[config.mk]
export PLATFORM = sky130hd
export DESIGN_NAME = nfc_host
export DESIGN_NICKNAME = d
export VERILOG_FILES = /design/src/hw/nfc_pkg.sv /design/src/hw/nfc_buf2.sv /design/src/hw/nfc_host.sv
export SDC_FILE = /design/constraint.sdc
export NUM_CORES = 1
export LEC_CHECK = 0
export BUFFER_PORTS_ARGS = -buffer_cell sky130_fd_sc_hd__buf_2
export CAP_MARGIN = 10
export CORE_AREA = 5 5 171 173
export DETAILED_ROUTE_END_ITERATION = 7
export DIE_AREA = 0 0 176 178
export HOLD_SLACK_MARGIN = 0.12
export PLACE_DENSITY = 0.62
export SLEW_MARGIN = 10
export SYNTH_ARGS = -nofsm -noshare
export SYNTH_HDL_FRONTEND = slang
export SYNTH_HIERARCHICAL = 1
export SYNTH_SLANG_ARGS = --single-unit
[constraint.sdc]
create_clock -name clk -period 4 [get_ports clk]
set_input_delay 0.6 -clock clk [delete_from_list [all_inputs] [get_ports clk]]
set_output_delay 0.6 -clock clk [all_outputs]
set_load 0.1 [all_outputs]
[src/hw/nfc_pkg.sv]
package nfc_pkg;

  // clock and timing
  localparam int CLK_PERIOD_NS  = 4;
  localparam int WE_LOW_NS      = 12;
  localparam int WE_HIGH_NS     = 10;
  localparam int RD_LOW_NS      = 30;
  localparam int RD_HIGH_NS     = 10;
  localparam int WHR_NS         = 60;
  localparam int WB_NS          = 100;
  localparam int ARRAY_LOAD_NS  = 25000;
  localparam int WE_LOW_CYC     = (WE_LOW_NS + CLK_PERIOD_NS - 1) / CLK_PERIOD_NS;
  localparam int WE_HIGH_CYC    = (WE_HIGH_NS + CLK_PERIOD_NS - 1) / CLK_PERIOD_NS;
  localparam int RD_LOW_CYC     = (RD_LOW_NS + CLK_PERIOD_NS - 1) / CLK_PERIOD_NS;
  localparam int RD_HIGH_CYC    = (RD_HIGH_NS + CLK_PERIOD_NS - 1) / CLK_PERIOD_NS;
  localparam int WHR_CYC        = (WHR_NS + CLK_PERIOD_NS - 1) / CLK_PERIOD_NS;
  localparam int WB_CYC         = (WB_NS + CLK_PERIOD_NS - 1) / CLK_PERIOD_NS;
  localparam int ARRAY_LOAD_CYC = ARRAY_LOAD_NS / CLK_PERIOD_NS;

  // command codes
  localparam logic [7:0] CMD_READ_SETUP   = 8'h00;
  localparam logic [7:0] CMD_READ_CONFIRM = 8'h30;
  localparam logic [7:0] CMD_ID           = 8'h90;
  localparam logic [7:0] ID_ADDR          = 8'h00;
  localparam logic [7:0] CMD_COL_JUMP     = 8'h05;
  localparam logic [7:0] CMD_COL_CONFIRM  = 8'hE0;
  localparam logic [7:0] CMD_STATUS       = 8'h70;

  // geometry and status
  localparam logic [11:0] PAGE_BYTES     = 12'h840;
  localparam logic [11:0] ID_BYTES       = 12'h005;
  localparam logic [11:0] ONE_BYTE       = 12'h001;
  localparam int          STAT_READY_BIT = 6;

  // identifier field positions
  localparam int ID3_CHIPS_LSB  = 0;
  localparam int ID3_CELL_LSB   = 2;
  localparam int ID3_PAGES_LSB  = 4;
  localparam int ID3_ILV_BIT    = 6;
  localparam int ID3_CACHE_BIT  = 7;
  localparam int ID4_PAGE_LSB   = 0;
  localparam int ID4_SPARE_BIT  = 2;
  localparam int ID4_ACC_LO_BIT = 3;
  localparam int ID4_BLOCK_LSB  = 4;
  localparam int ID4_ORG_BIT    = 6;
  localparam int ID4_ACC_HI_BIT = 7;
  localparam int ID5_ECC_LSB    = 0;
  localparam int ID5_PLANES_LSB = 2;
  localparam int ID5_PSIZE_LSB  = 4;
  localparam int ID5_RSVD_BIT   = 7;

  typedef enum logic [1:0] {OP_ID, OP_PAGE, OP_JUMP, OP_STATUS} nfc_op_e;
  typedef enum logic [1:0] {PH_MAIN, PH_POLL, PH_RESUME} nfc_ph_e;

  typedef struct packed {
    nfc_op_e     op;
    logic [11:0] col;
    logic [15:0] row;
    logic [11:0] count;
    logic        poll;
    logic        omit_setup;
  } nfc_req_s;

  typedef struct packed {
    logic       ce_n;
    logic       cle;
    logic       ale;
    logic       we_n;
    logic       read_strobe_n;
    logic       io_oe;
    logic [7:0] io_out;
  } nfc_pins_s;

  typedef struct packed {
    logic       last;
    logic       is_cmd;
    logic [7:0] val;
  } nfc_step_s;

  typedef struct packed {
    logic [7:0] maker;
    logic [7:0] device;
    logic [3:0] chips;
    logic [4:0] cell_levels;
    logic [3:0] prog_pages;
    logic       interleave;
    logic       cache_prog;
    logic [3:0] page_kb;
    logic [9:0] block_kb;
    logic       spare16;
    logic       x16;
    logic       access_25ns;
    logic       access_rsvd;
    logic [2:0] ecc_bits;
    logic [3:0] planes;
    logic [2:0] plane_size_log2;
    logic       rsvd_ok;
  } nfc_id_s;

endpackage
[src/hw/nfc_buf2.sv]
`timescale 1ns/1ps
module nfc_buf2 #(
  parameter int WIDTH = 8
) (
  // clock and reset
  input  wire logic             clk,
  input  wire logic             resetn,
  // filling side
  input  wire logic             in_valid,
  input  wire logic [WIDTH-1:0] in_data,
  output logic                  in_ready,
  // draining side
  output logic                  out_valid,
  output logic      [WIDTH-1:0] out_data,
  input  wire logic             out_ready
);

  logic [WIDTH-1:0] tail;
  logic             tail_v;
  logic [WIDTH-1:0] next_head;
  logic             next_head_v;
  logic [WIDTH-1:0] next_tail;
  logic             next_tail_v;

  assign in_ready = !tail_v;

  always_comb begin
    next_head   = out_data;
    next_head_v = out_valid;
    next_tail   = tail;
    next_tail_v = tail_v;
    if (out_valid && out_ready) begin
      next_head   = tail;
      next_head_v = tail_v;
      next_tail_v = 1'b0;
    end
    if (in_valid && !tail_v) begin
      if (!next_head_v) begin
        next_head   = in_data;
        next_head_v = 1'b1;
      end else begin
        next_tail   = in_data;
        next_tail_v = 1'b1;
      end
    end
  end

  always_ff @(posedge clk) begin
    if (!resetn) begin
      out_data  <= '0;
      out_valid <= 1'b0;
      tail      <= '0;
      tail_v    <= 1'b0;
    end else begin
      out_data  <= next_head;
      out_valid <= next_head_v;
      tail      <= next_tail;
      tail_v    <= next_tail_v;
    end
  end

endmodule // nfc_buf2

[src/hw/nfc_host.sv]
// What this block does
// - 90h yields maker, device, three geometry bytes
// - page read: 00h, four addresses, 30h
// - first read after power-up may skip 00h
// - strobe data only after ready returns
// - each strobe fall yields next byte, at least 44ns apart
// - column jump repeatable within loaded page
// - status 70h allowed right after 30h
`timescale 1ns/1ps
module nfc_host #(
  parameter int LOAD_LIMIT_CYC = nfc_pkg::ARRAY_LOAD_CYC
) (
  // clock and reset
  input  wire logic               clk,
  input  wire logic               resetn,
  // user requests
  input  wire logic               req_valid,
  input  wire nfc_pkg::nfc_req_s  req_in,
  output logic                    req_ready,
  output logic                    done,
  output logic                    load_timeout,
  output logic [7:0]              status,
  output nfc_pkg::nfc_id_s        id_info,
  // page data stream
  output logic                    data_valid,
  output logic [7:0]              data,
  input  wire logic               data_ready,
  // flash pins
  output nfc_pkg::nfc_pins_s      pins,
  input  wire logic [7:0]         io_in,
  input  wire logic               ready_busy_n
);
  import nfc_pkg::*;

  typedef enum logic [2:0] {S_IDLE, S_WR, S_GAP, S_WB, S_RDY, S_RD, S_DONE} nfc_state_e;

  nfc_state_e              state;
  nfc_state_e              next_state;
  nfc_ph_e                 ph;
  nfc_ph_e                 next_ph;
  nfc_req_s                req;
  nfc_req_s                next_req;
  logic [2:0]              idx;
  logic [2:0]              next_idx;
  logic [7:0]              cnt;
  logic [7:0]              next_cnt;
  logic                    low;
  logic                    next_low;
  logic [11:0]             remain;
  logic [11:0]             next_remain;
  logic [15:0]             busy_cnt;
  logic [15:0]             next_busy_cnt;
  logic                    fresh;
  logic                    next_fresh;
  logic                    omit;
  logic                    next_omit;
  logic [4:0][7:0]         id_raw;
  logic [4:0][7:0]         next_id_raw;
  nfc_pins_s               next_pins;
  nfc_id_s                 next_id_info;
  logic                    next_req_ready;
  logic                    next_done;
  logic                    next_timeout;
  logic [7:0]              next_status;
  logic [7:0]              io_s1;
  logic [7:0]              io_s2;
  logic                    rb_s1;
  logic                    rb_s2;
  logic                    push_valid;
  logic                    push_ready;
  logic [7:0]              push_data;
  nfc_step_s               step;
  logic [11:0]             span;

  function automatic nfc_step_s step_of(input nfc_op_e op, input nfc_ph_e p, input logic [2:0] i,
                                        input nfc_req_s r, input logic skip);
    nfc_step_s  s;
    logic [2:0] k;
    s = '{1'b1, 1'b1, CMD_STATUS};
    k = i + {2'b00, skip};
    if (p == PH_POLL) begin
      s = '{1'b1, 1'b1, CMD_STATUS};
    end else if (p == PH_RESUME) begin
      s = '{1'b1, 1'b1, CMD_READ_SETUP};
    end else begin
      unique case (op)
        OP_ID:     s = (i == 3'h0) ? nfc_step_s'{1'b0, 1'b1, CMD_ID} : nfc_step_s'{1'b1, 1'b0, ID_ADDR};
        OP_STATUS: s = '{1'b1, 1'b1, CMD_STATUS};
        OP_JUMP: begin
          unique case (i)
            3'h0:    s = '{1'b0, 1'b1, CMD_COL_JUMP};
            3'h1:    s = '{1'b0, 1'b0, r.col[7:0]};
            3'h2:    s = '{1'b0, 1'b0, {4'h0, r.col[11:8]}};
            default: s = '{1'b1, 1'b1, CMD_COL_CONFIRM};
          endcase
        end
        OP_PAGE: begin
          unique case (k)
            3'h0:    s = '{1'b0, 1'b1, CMD_READ_SETUP};
            3'h1:    s = '{1'b0, 1'b0, r.col[7:0]};
            3'h2:    s = '{1'b0, 1'b0, {4'h0, r.col[11:8]}};
            3'h3:    s = '{1'b0, 1'b0, r.row[7:0]};
            3'h4:    s = '{1'b0, 1'b0, r.row[15:8]};
            default: s = '{1'b1, 1'b1, CMD_READ_CONFIRM};
          endcase
        end
      endcase
    end
    return s;
  endfunction

  function automatic nfc_id_s decode(input logic [4:0][7:0] b);
    nfc_id_s d;
    d.maker           = b[0];
    d.device          = b[1];
    d.chips           = 4'h1 << b[2][ID3_CHIPS_LSB +: 2];
    d.cell_levels     = 5'h02 << b[2][ID3_CELL_LSB +: 2];
    d.prog_pages      = 4'h1 << b[2][ID3_PAGES_LSB +: 2];
    d.interleave      = b[2][ID3_ILV_BIT];
    d.cache_prog      = b[2][ID3_CACHE_BIT];
    d.page_kb         = 4'h1 << b[3][ID4_PAGE_LSB +: 2];
    d.block_kb        = 10'h040 << b[3][ID4_BLOCK_LSB +: 2];
    d.spare16         = b[3][ID4_SPARE_BIT];
    d.x16             = b[3][ID4_ORG_BIT];
    d.access_25ns     = b[3][ID4_ACC_HI_BIT] && !b[3][ID4_ACC_LO_BIT];
    d.access_rsvd     = b[3][ID4_ACC_LO_BIT];
    unique case (b[4][ID5_ECC_LSB +: 2])
      2'h0:    d.ecc_bits = 3'h4;
      2'h1:    d.ecc_bits = 3'h2;
      2'h2:    d.ecc_bits = 3'h1;
      default: d.ecc_bits = 3'h0;
    endcase
    d.planes          = 4'h1 << b[4][ID5_PLANES_LSB +: 2];
    d.plane_size_log2 = b[4][ID5_PSIZE_LSB +: 3];
    d.rsvd_ok         = !b[4][ID5_RSVD_BIT];
    return d;
  endfunction

  assign step = step_of(req.op, ph, idx, req, omit);
  assign span = (req_in.col < PAGE_BYTES) ? PAGE_BYTES - req_in.col : 12'h000;

  always_comb begin
    next_state     = state;
    next_ph        = ph;
    next_req       = req;
    next_idx       = idx;
    next_cnt       = (cnt != 8'h00) ? cnt - 8'h01 : 8'h00;
    next_low       = low;
    next_remain    = remain;
    next_busy_cnt  = busy_cnt;
    next_fresh     = fresh;
    next_omit      = omit;
    next_id_raw    = id_raw;
    next_id_info   = id_info;
    next_pins      = pins;
    next_req_ready = 1'b0;
    next_done      = 1'b0;
    next_timeout   = load_timeout;
    next_status    = status;
    push_valid     = 1'b0;
    push_data      = io_s2;
    unique case (state)
      S_IDLE: begin
        next_req_ready = 1'b1;
        if (req_valid && req_ready) begin
          next_req       = req_in;
          next_req_ready = 1'b0;
          next_ph        = PH_MAIN;
          next_idx       = 3'h0;
          next_fresh     = 1'b0;
          next_omit      = fresh && req_in.omit_setup && (req_in.op == OP_PAGE);
          next_timeout   = 1'b0;
          next_busy_cnt  = 16'h0000;
          next_low       = 1'b0;
          next_cnt       = 8'h00;
          next_pins.ce_n = 1'b0;
          next_state     = S_WR;
          unique case (req_in.op)
            OP_ID:     next_remain = ID_BYTES;
            OP_STATUS: next_remain = ONE_BYTE;
            default:   next_remain = (req_in.count == 12'h000 || req_in.count > span) ? span : req_in.count;
          endcase
        end
      end
      S_WR: begin
        if (cnt == 8'h00) begin
          if (!low) begin
            next_low         = 1'b1;
            next_cnt         = 8'(WE_LOW_CYC - 1);
            next_pins.we_n   = 1'b0;
            next_pins.cle    = step.is_cmd;
            next_pins.ale    = !step.is_cmd;
            next_pins.io_oe  = 1'b1;
            next_pins.io_out = step.val;
          end else if (pins.we_n == 1'b0) begin
            next_pins.we_n = 1'b1;
            next_cnt       = 8'(WE_HIGH_CYC - 1);
          end else begin
            next_low        = 1'b0;
            next_pins.cle   = 1'b0;
            next_pins.ale   = 1'b0;
            next_pins.io_oe = 1'b0;
            next_idx        = idx + 3'h1;
            if (step.last) begin
              next_idx = 3'h0;
              if (req.op == OP_PAGE && ph == PH_MAIN) begin
                next_state = S_WB;
                next_cnt   = 8'(WB_CYC - 1);
              end else begin
                next_state = S_GAP;
                next_cnt   = 8'(WHR_CYC - 1);
              end
            end
          end
        end
      end
      S_GAP: begin
        if (cnt == 8'h00) begin
          next_state = S_RD;
        end
      end
      S_WB: begin
        next_busy_cnt = busy_cnt + 16'h0001;
        if (cnt == 8'h00) begin
          if (req.poll) begin
            next_ph    = PH_POLL;
            next_state = S_WR;
          end else begin
            next_state = S_RDY;
          end
        end
      end
      S_RDY: begin
        next_busy_cnt = busy_cnt + 16'h0001;
        if (rb_s2) begin
          next_state = S_GAP;
          next_cnt   = 8'(WHR_CYC - 1);
        end else if (busy_cnt >= 16'(LOAD_LIMIT_CYC)) begin
          next_timeout = 1'b1;
          next_state   = S_DONE;
        end
      end
      S_RD: begin
        if (ph == PH_POLL) begin
          next_busy_cnt = busy_cnt + 16'h0001;
        end
        if (cnt == 8'h00) begin
          if (!low) begin
            if (remain == 12'h000) begin
              next_state = S_DONE;
            end else if (ph == PH_POLL && busy_cnt >= 16'(LOAD_LIMIT_CYC)) begin
              next_timeout = 1'b1;
              next_state   = S_DONE;
            end else if (push_ready || req.op == OP_ID || ph == PH_POLL || req.op == OP_STATUS) begin
              next_low                = 1'b1;
              next_pins.read_strobe_n = 1'b0;
              next_cnt                = 8'(RD_LOW_CYC - 1);
            end
          end else begin
            next_low                = 1'b0;
            next_pins.read_strobe_n = 1'b1;
            next_cnt                = 8'(RD_HIGH_CYC - 1);
            if (ph == PH_POLL) begin
              next_status = io_s2;
              if (io_s2[STAT_READY_BIT]) begin
                next_ph    = PH_RESUME;
                next_state = S_WR;
              end
            end else begin
              next_remain = remain - 12'h001;
              unique case (req.op)
                OP_ID:     next_id_raw[3'(ID_BYTES - remain)] = io_s2;
                OP_STATUS: next_status = io_s2;
                default:   push_valid = 1'b1;
              endcase
            end
          end
        end
      end
      S_DONE: begin
        next_pins.ce_n = 1'b1;
        next_done      = 1'b1;
        next_req_ready = 1'b1;
        next_state     = S_IDLE;
        if (req.op == OP_ID) begin
          next_id_info = decode(id_raw);
        end
      end
      default: next_state = S_IDLE;
    endcase
  end

  always_ff @(posedge clk) begin
    io_s1 <= io_in;
    io_s2 <= io_s1;
    rb_s1 <= ready_busy_n;
    rb_s2 <= rb_s1;
  end

  always_ff @(posedge clk) begin
    if (!resetn) begin
      state        <= S_IDLE;
      ph           <= PH_MAIN;
      req          <= '0;
      idx          <= 3'h0;
      cnt          <= 8'h00;
      low          <= 1'b0;
      remain       <= 12'h000;
      busy_cnt     <= 16'h0000;
      fresh        <= 1'b1;
      omit         <= 1'b0;
      id_raw       <= '0;
      id_info      <= '0;
      pins         <= '{1'b1, 1'b0, 1'b0, 1'b1, 1'b1, 1'b0, 8'h00};
      req_ready    <= 1'b0;
      done         <= 1'b0;
      load_timeout <= 1'b0;
      status       <= 8'h00;
    end else begin
      state        <= next_state;
      ph           <= next_ph;
      req          <= next_req;
      idx          <= next_idx;
      cnt          <= next_cnt;
      low          <= next_low;
      remain       <= next_remain;
      busy_cnt     <= next_busy_cnt;
      fresh        <= next_fresh;
      omit         <= next_omit;
      id_raw       <= next_id_raw;
      id_info      <= next_id_info;
      pins         <= next_pins;
      req_ready    <= next_req_ready;
      done         <= next_done;
      load_timeout <= next_timeout;
      status       <= next_status;
    end
  end

  nfc_buf2 #(
    .WIDTH(8)
  ) u_buf (
    .clk      (clk),
    .resetn   (resetn),
    .in_valid (push_valid),
    .in_data  (push_data),
    .in_ready (push_ready),
    .out_valid(data_valid),
    .out_data (data),
    .out_ready(data_ready)
  );

endmodule // nfc_host

==> impl_summary.md <==
Synth
After synthesis, the netlist uses 74 different library cells. Sorting the synthesized cells by how often they occur yields sky130_fd_sc_hd__dfxtp_1, sky130_fd_sc_hd__nand2_1, sky130_fd_sc_hd__a21oi_1, sky130_fd_sc_hd__nor2_1, sky130_fd_sc_hd__clkbuf_1. During synthesis, Yosys emitted a total of 6 warnings. In the post-synthesis netlist, the cell with the most instances is sky130_fd_sc_hd__dfxtp_1. The fraction of synthesized cell area taken by the top area cell type is 0.4283. The adder-cell share of the synthesized area is 0.03346.

The multiplexer share of the synthesized area is 0.05100. By area, the combinational part of the netlist is dominated by simple AND/OR/NAND/NOR gates. Counting flops with an async set or reset pin after synthesis yields a share of 0. The post-synthesis area per instance is 8.246 um2.

After synthesis, the cell types taking the most area are sky130_fd_sc_hd__dfxtp_1, sky130_fd_sc_hd__nand2_1, sky130_fd_sc_hd__a21oi_1. The cell type with the largest total area after synthesis is sky130_fd_sc_hd__dfxtp_1. The number of cells produced by synthesis is 1,315.

Of the total synthesized cell area, the portion taken by AND, OR, NAND and NOR gates is 0.2353. The area share of xor/xnor cells in the synthesized design is 0.02342. In the synthesized netlist the dominant register cell turns out to be sky130_fd_sc_hd__dfxtp_1. The flip-flop and latch count after synthesis is 232. The sequential fraction of the synthesis area is 0.4283. The fraction of the mapped netlist area in compound gates came to 0.1805. The mapped netlist covers 10,840 um2. The count of flip-flops with a built-in enable after synthesis is 0.

Cells and area
The filler cell count in the final layout is 2,726. The layout overhead on the synthesized area is 17.63%. The combined flip-flop and latch cell area is 4644 um2.

The post-layout net count is 1,516. The final design instance area without fill is 12,750 um2. The share of post-route cells with drive strength above 1 is 0.1697.

The area of the multi-input gates is 5715 um2.

Clocking
The number of buffers on the longest clock path is 3. Buffers added to address setup during post-CTS repair amount to 0. The tree built by TritonCTS fans out to 232 sinks. The number of buffers created by CTS is 26. Hold repair after CTS inserted 0 buffers. Clock latency on the worst-skew pair, taken at its later pin, is 530 ps.

In this run the number of H-tree levels came out at 1. The root buffer cell is sky130_fd_sc_hd__clkbuf_16. The CTS tree is done. The count of cells resized by post-cts repair is 0. Clock-pin slew was measured on the worst setup and hold paths at 60 ps.

Flow run
The tool flagged a number of max-cap violations equal to 0.

Power and ir drop
The worst-case IR drop observed on VDD is 0.0002921 V. The static power due to leakage is 5.140 nW. The power density relative to cell area is 544.6 nW/um2.

Timing
At the pin with the least slew margin, the transition time is 1115 ps. Of the available clock period, the critical path in the final layout requires 0.8521. The final hold violation count was 0. The worst path setup slack after routing is 591.6 ps. The final number of max-transition violations is 0. Setup repair after global routing left no endpoint under its margin. Summed over all failing endpoints, the final setup total negative slack is 0 ps.

The top achievable clock speed is 0.2934 GHz. Subtracting the final worst setup slack from the clock period gives 3408 ps. The worst-case headroom to the max-slew limit is 0.2520. Setup violations remaining at the end of the flow were counted as 0. On the final layout, the worst clock skew is 11.33 ps.

Die
The initial utilization of the core area, before any placement, comes to 0.3946. The number of primary I/O pins is 151. The core outline area is 27,480 um2. The die footprint is 31,330 um2. The x dimension of the die is 176 um. The y dimension of the die is 178 um. The number of core rows is 61.

Critical path
The startpoint type of the worst setup path is a primary input. The kind of capture point of the worst setup path is a register. Of all nets on the critical path, the largest fanout is 5.

STA puts the critical path data arrival time at 3820 ps. The startpoint-to-endpoint class of the critical path is primary input to register. STA puts the critical path data required time at 4410 ps.

Routing
In the final routed layout, each cell accounts on average for 17.19 um. The routed via count is 9,732. The first TritonRoute pass finished after 6 iterations. The final layout contains routed wiring with a total length of 30,890 um.

The residual antenna-violating net count after detailed routing is 0. The first routing iteration left 694 violations. After detailed routing, the number of remaining DRC violations is 0. Dividing the detail-routed via count by the number of cells gives 5.416.

Placement
The cell area reported after detailed placement is 11,830 um2. Summed over all nets, the half-perimeter wirelength after detailed placement is 22,110 um. The congestion estimate from routability-driven global placement came to 0.8913.

The total of buffers placed on input and output ports is 143. Prior to clock tree synthesis, the placed netlist has a worst setup slack of 106.8 ps.

Global route
The first global-routing pass estimated 49,530 um of wire. Global routing finished with a remaining overflow of 0. The total global routing track utilization is 0.1916.

The via count of the first global-routing pass is 9,350. The initial antenna violation count is 2. The pin count of the biggest net entering global routing is 79.

Run status
The run finished with clean final reports.

Min path
The worst hold path belongs to the class primary input to register.
==> cell usage in the layout, fill, tap and decap left out, types with 26 or more instances in the layout <==
cell	synthesis	routed
sky130_fd_sc_hd__nand3_1	45	44
sky130_fd_sc_hd__mux2i_1	53	53
sky130_fd_sc_hd__nor2_1	104	104
sky130_fd_sc_hd__nor3_1	32	32
sky130_fd_sc_hd__a21oi_1	130	130
sky130_fd_sc_hd__ha_1	29	29
sky130_fd_sc_hd__dfxtp_1	232	232
sky130_fd_sc_hd__inv_1	38	37
sky130_fd_sc_hd__o21ai_0	52	52
sky130_fd_sc_hd__nand2_1	230	230
sky130_fd_sc_hd__buf_2	5	143
sky130_fd_sc_hd__clkbuf_16	0	26
==> kinds of logic after synthesis <==
logic type / count (synthesis)
compound gates: 309
xor+xnor: 29
fa+ha+maj: 29
buf+inv: 123
flops: 232
mux: 55
other cells: 1
simple gates: 537
==> metal layers <==
layer,vias to the layer above,wire length [um],GRT usage
met4,0,761,0.05166
li1,4872,-,-
met3,53,1743,0.03222
met2,277,14190,0.3150
met1,4530,14190,0.2626
met5,-,0,0
==> worst max-delay path, stage by stage <==
cell                       delay [ps]
sky130_fd_sc_hd__buf_2            130
sky130_fd_sc_hd__or4_1            600
sky130_fd_sc_hd__o31ai_1          310
sky130_fd_sc_hd__buf_4            180
sky130_fd_sc_hd__xor2_1            50
sky130_fd_sc_hd__nor2_1           230
sky130_fd_sc_hd__inv_1             70
sky130_fd_sc_hd__ha_1             310
sky130_fd_sc_hd__nand4_1          110
sky130_fd_sc_hd__nor3_1            70
sky130_fd_sc_hd__a31oi_1          330
sky130_fd_sc_hd__o21a_1           260
sky130_fd_sc_hd__buf_4            140
sky130_fd_sc_hd__nor2_1            60
sky130_fd_sc_hd__o311ai_0         350
==> power by group <==
part | total, mW | leakage, nW | internal [mW] | switching, mW
Sequential | 2.66 | 1.88 | 2.46 | 0.193
Clock | 2.53 | 0.453 | 1.55 | 0.986
Combinational | 1.76 | 2.81 | 0.567 | 1.19
Total | 6.95 | 5.14 | 4.58 | 2.37
==> layout make-up <==
cell class,instances,area share
antenna,1,0.0001962
clock buffer,32,0.05670
clock inverter,16,0.01589
inverter,38,0.01138
multi-input combinational,966,0.4481
sequential,232,0.3641
tap,346,0.03394
timing repair buffer,166,0.06965
==> state kept, by name, indices dropped and copies added (netlist names), 2 cells and up <==
name / flops
io_s1: 8
idx: 3
state: 3
id_raw: 40
cnt: 8
status: 8
u_buf/out_data: 8
req: 31
remain: 12
io_s2: 8
u_buf/tail: 8
ph: 2
pins: 14
busy_cnt: 16
id_info: 53
==> stage by stage <==
| stage | hold slack [ps] | total power, mW | util | instances |
|---|---|---|---|---|
| 2_1_floorplan | 309.6 | 3.967 | - | 1321 |
| 3_3_place_gp | 313.7 | 4.411 | 0.4304 | 1748 |
| 3_5_place_dp | 312.8 | 4.432 | 0.4304 | 1748 |
| 4_1_cts | 134.7 | 6.986 | 0.4641 | 1796 |
| 5_1_grt | 137.2 | 7.290 | 0.4642 | 1797 |
| 6_report | 166.7 | 6.947 | 0.4642 | 1797 |
==> final timing paths <==
check / from / to / slack [ps] / depth (start not counted)
worst max-delay path: req_in[30] / remain[9] / 590 / 15
worst min-delay path: io_in[3] / io_s1[3] / 170 / 1
worst max register to register: cnt[0] / remain[9] / 920 / 8
worst min register to register: rb_s1 / rb_s2 / 320 / 0
No activity file was read; power rests on OpenSTA's default activity.
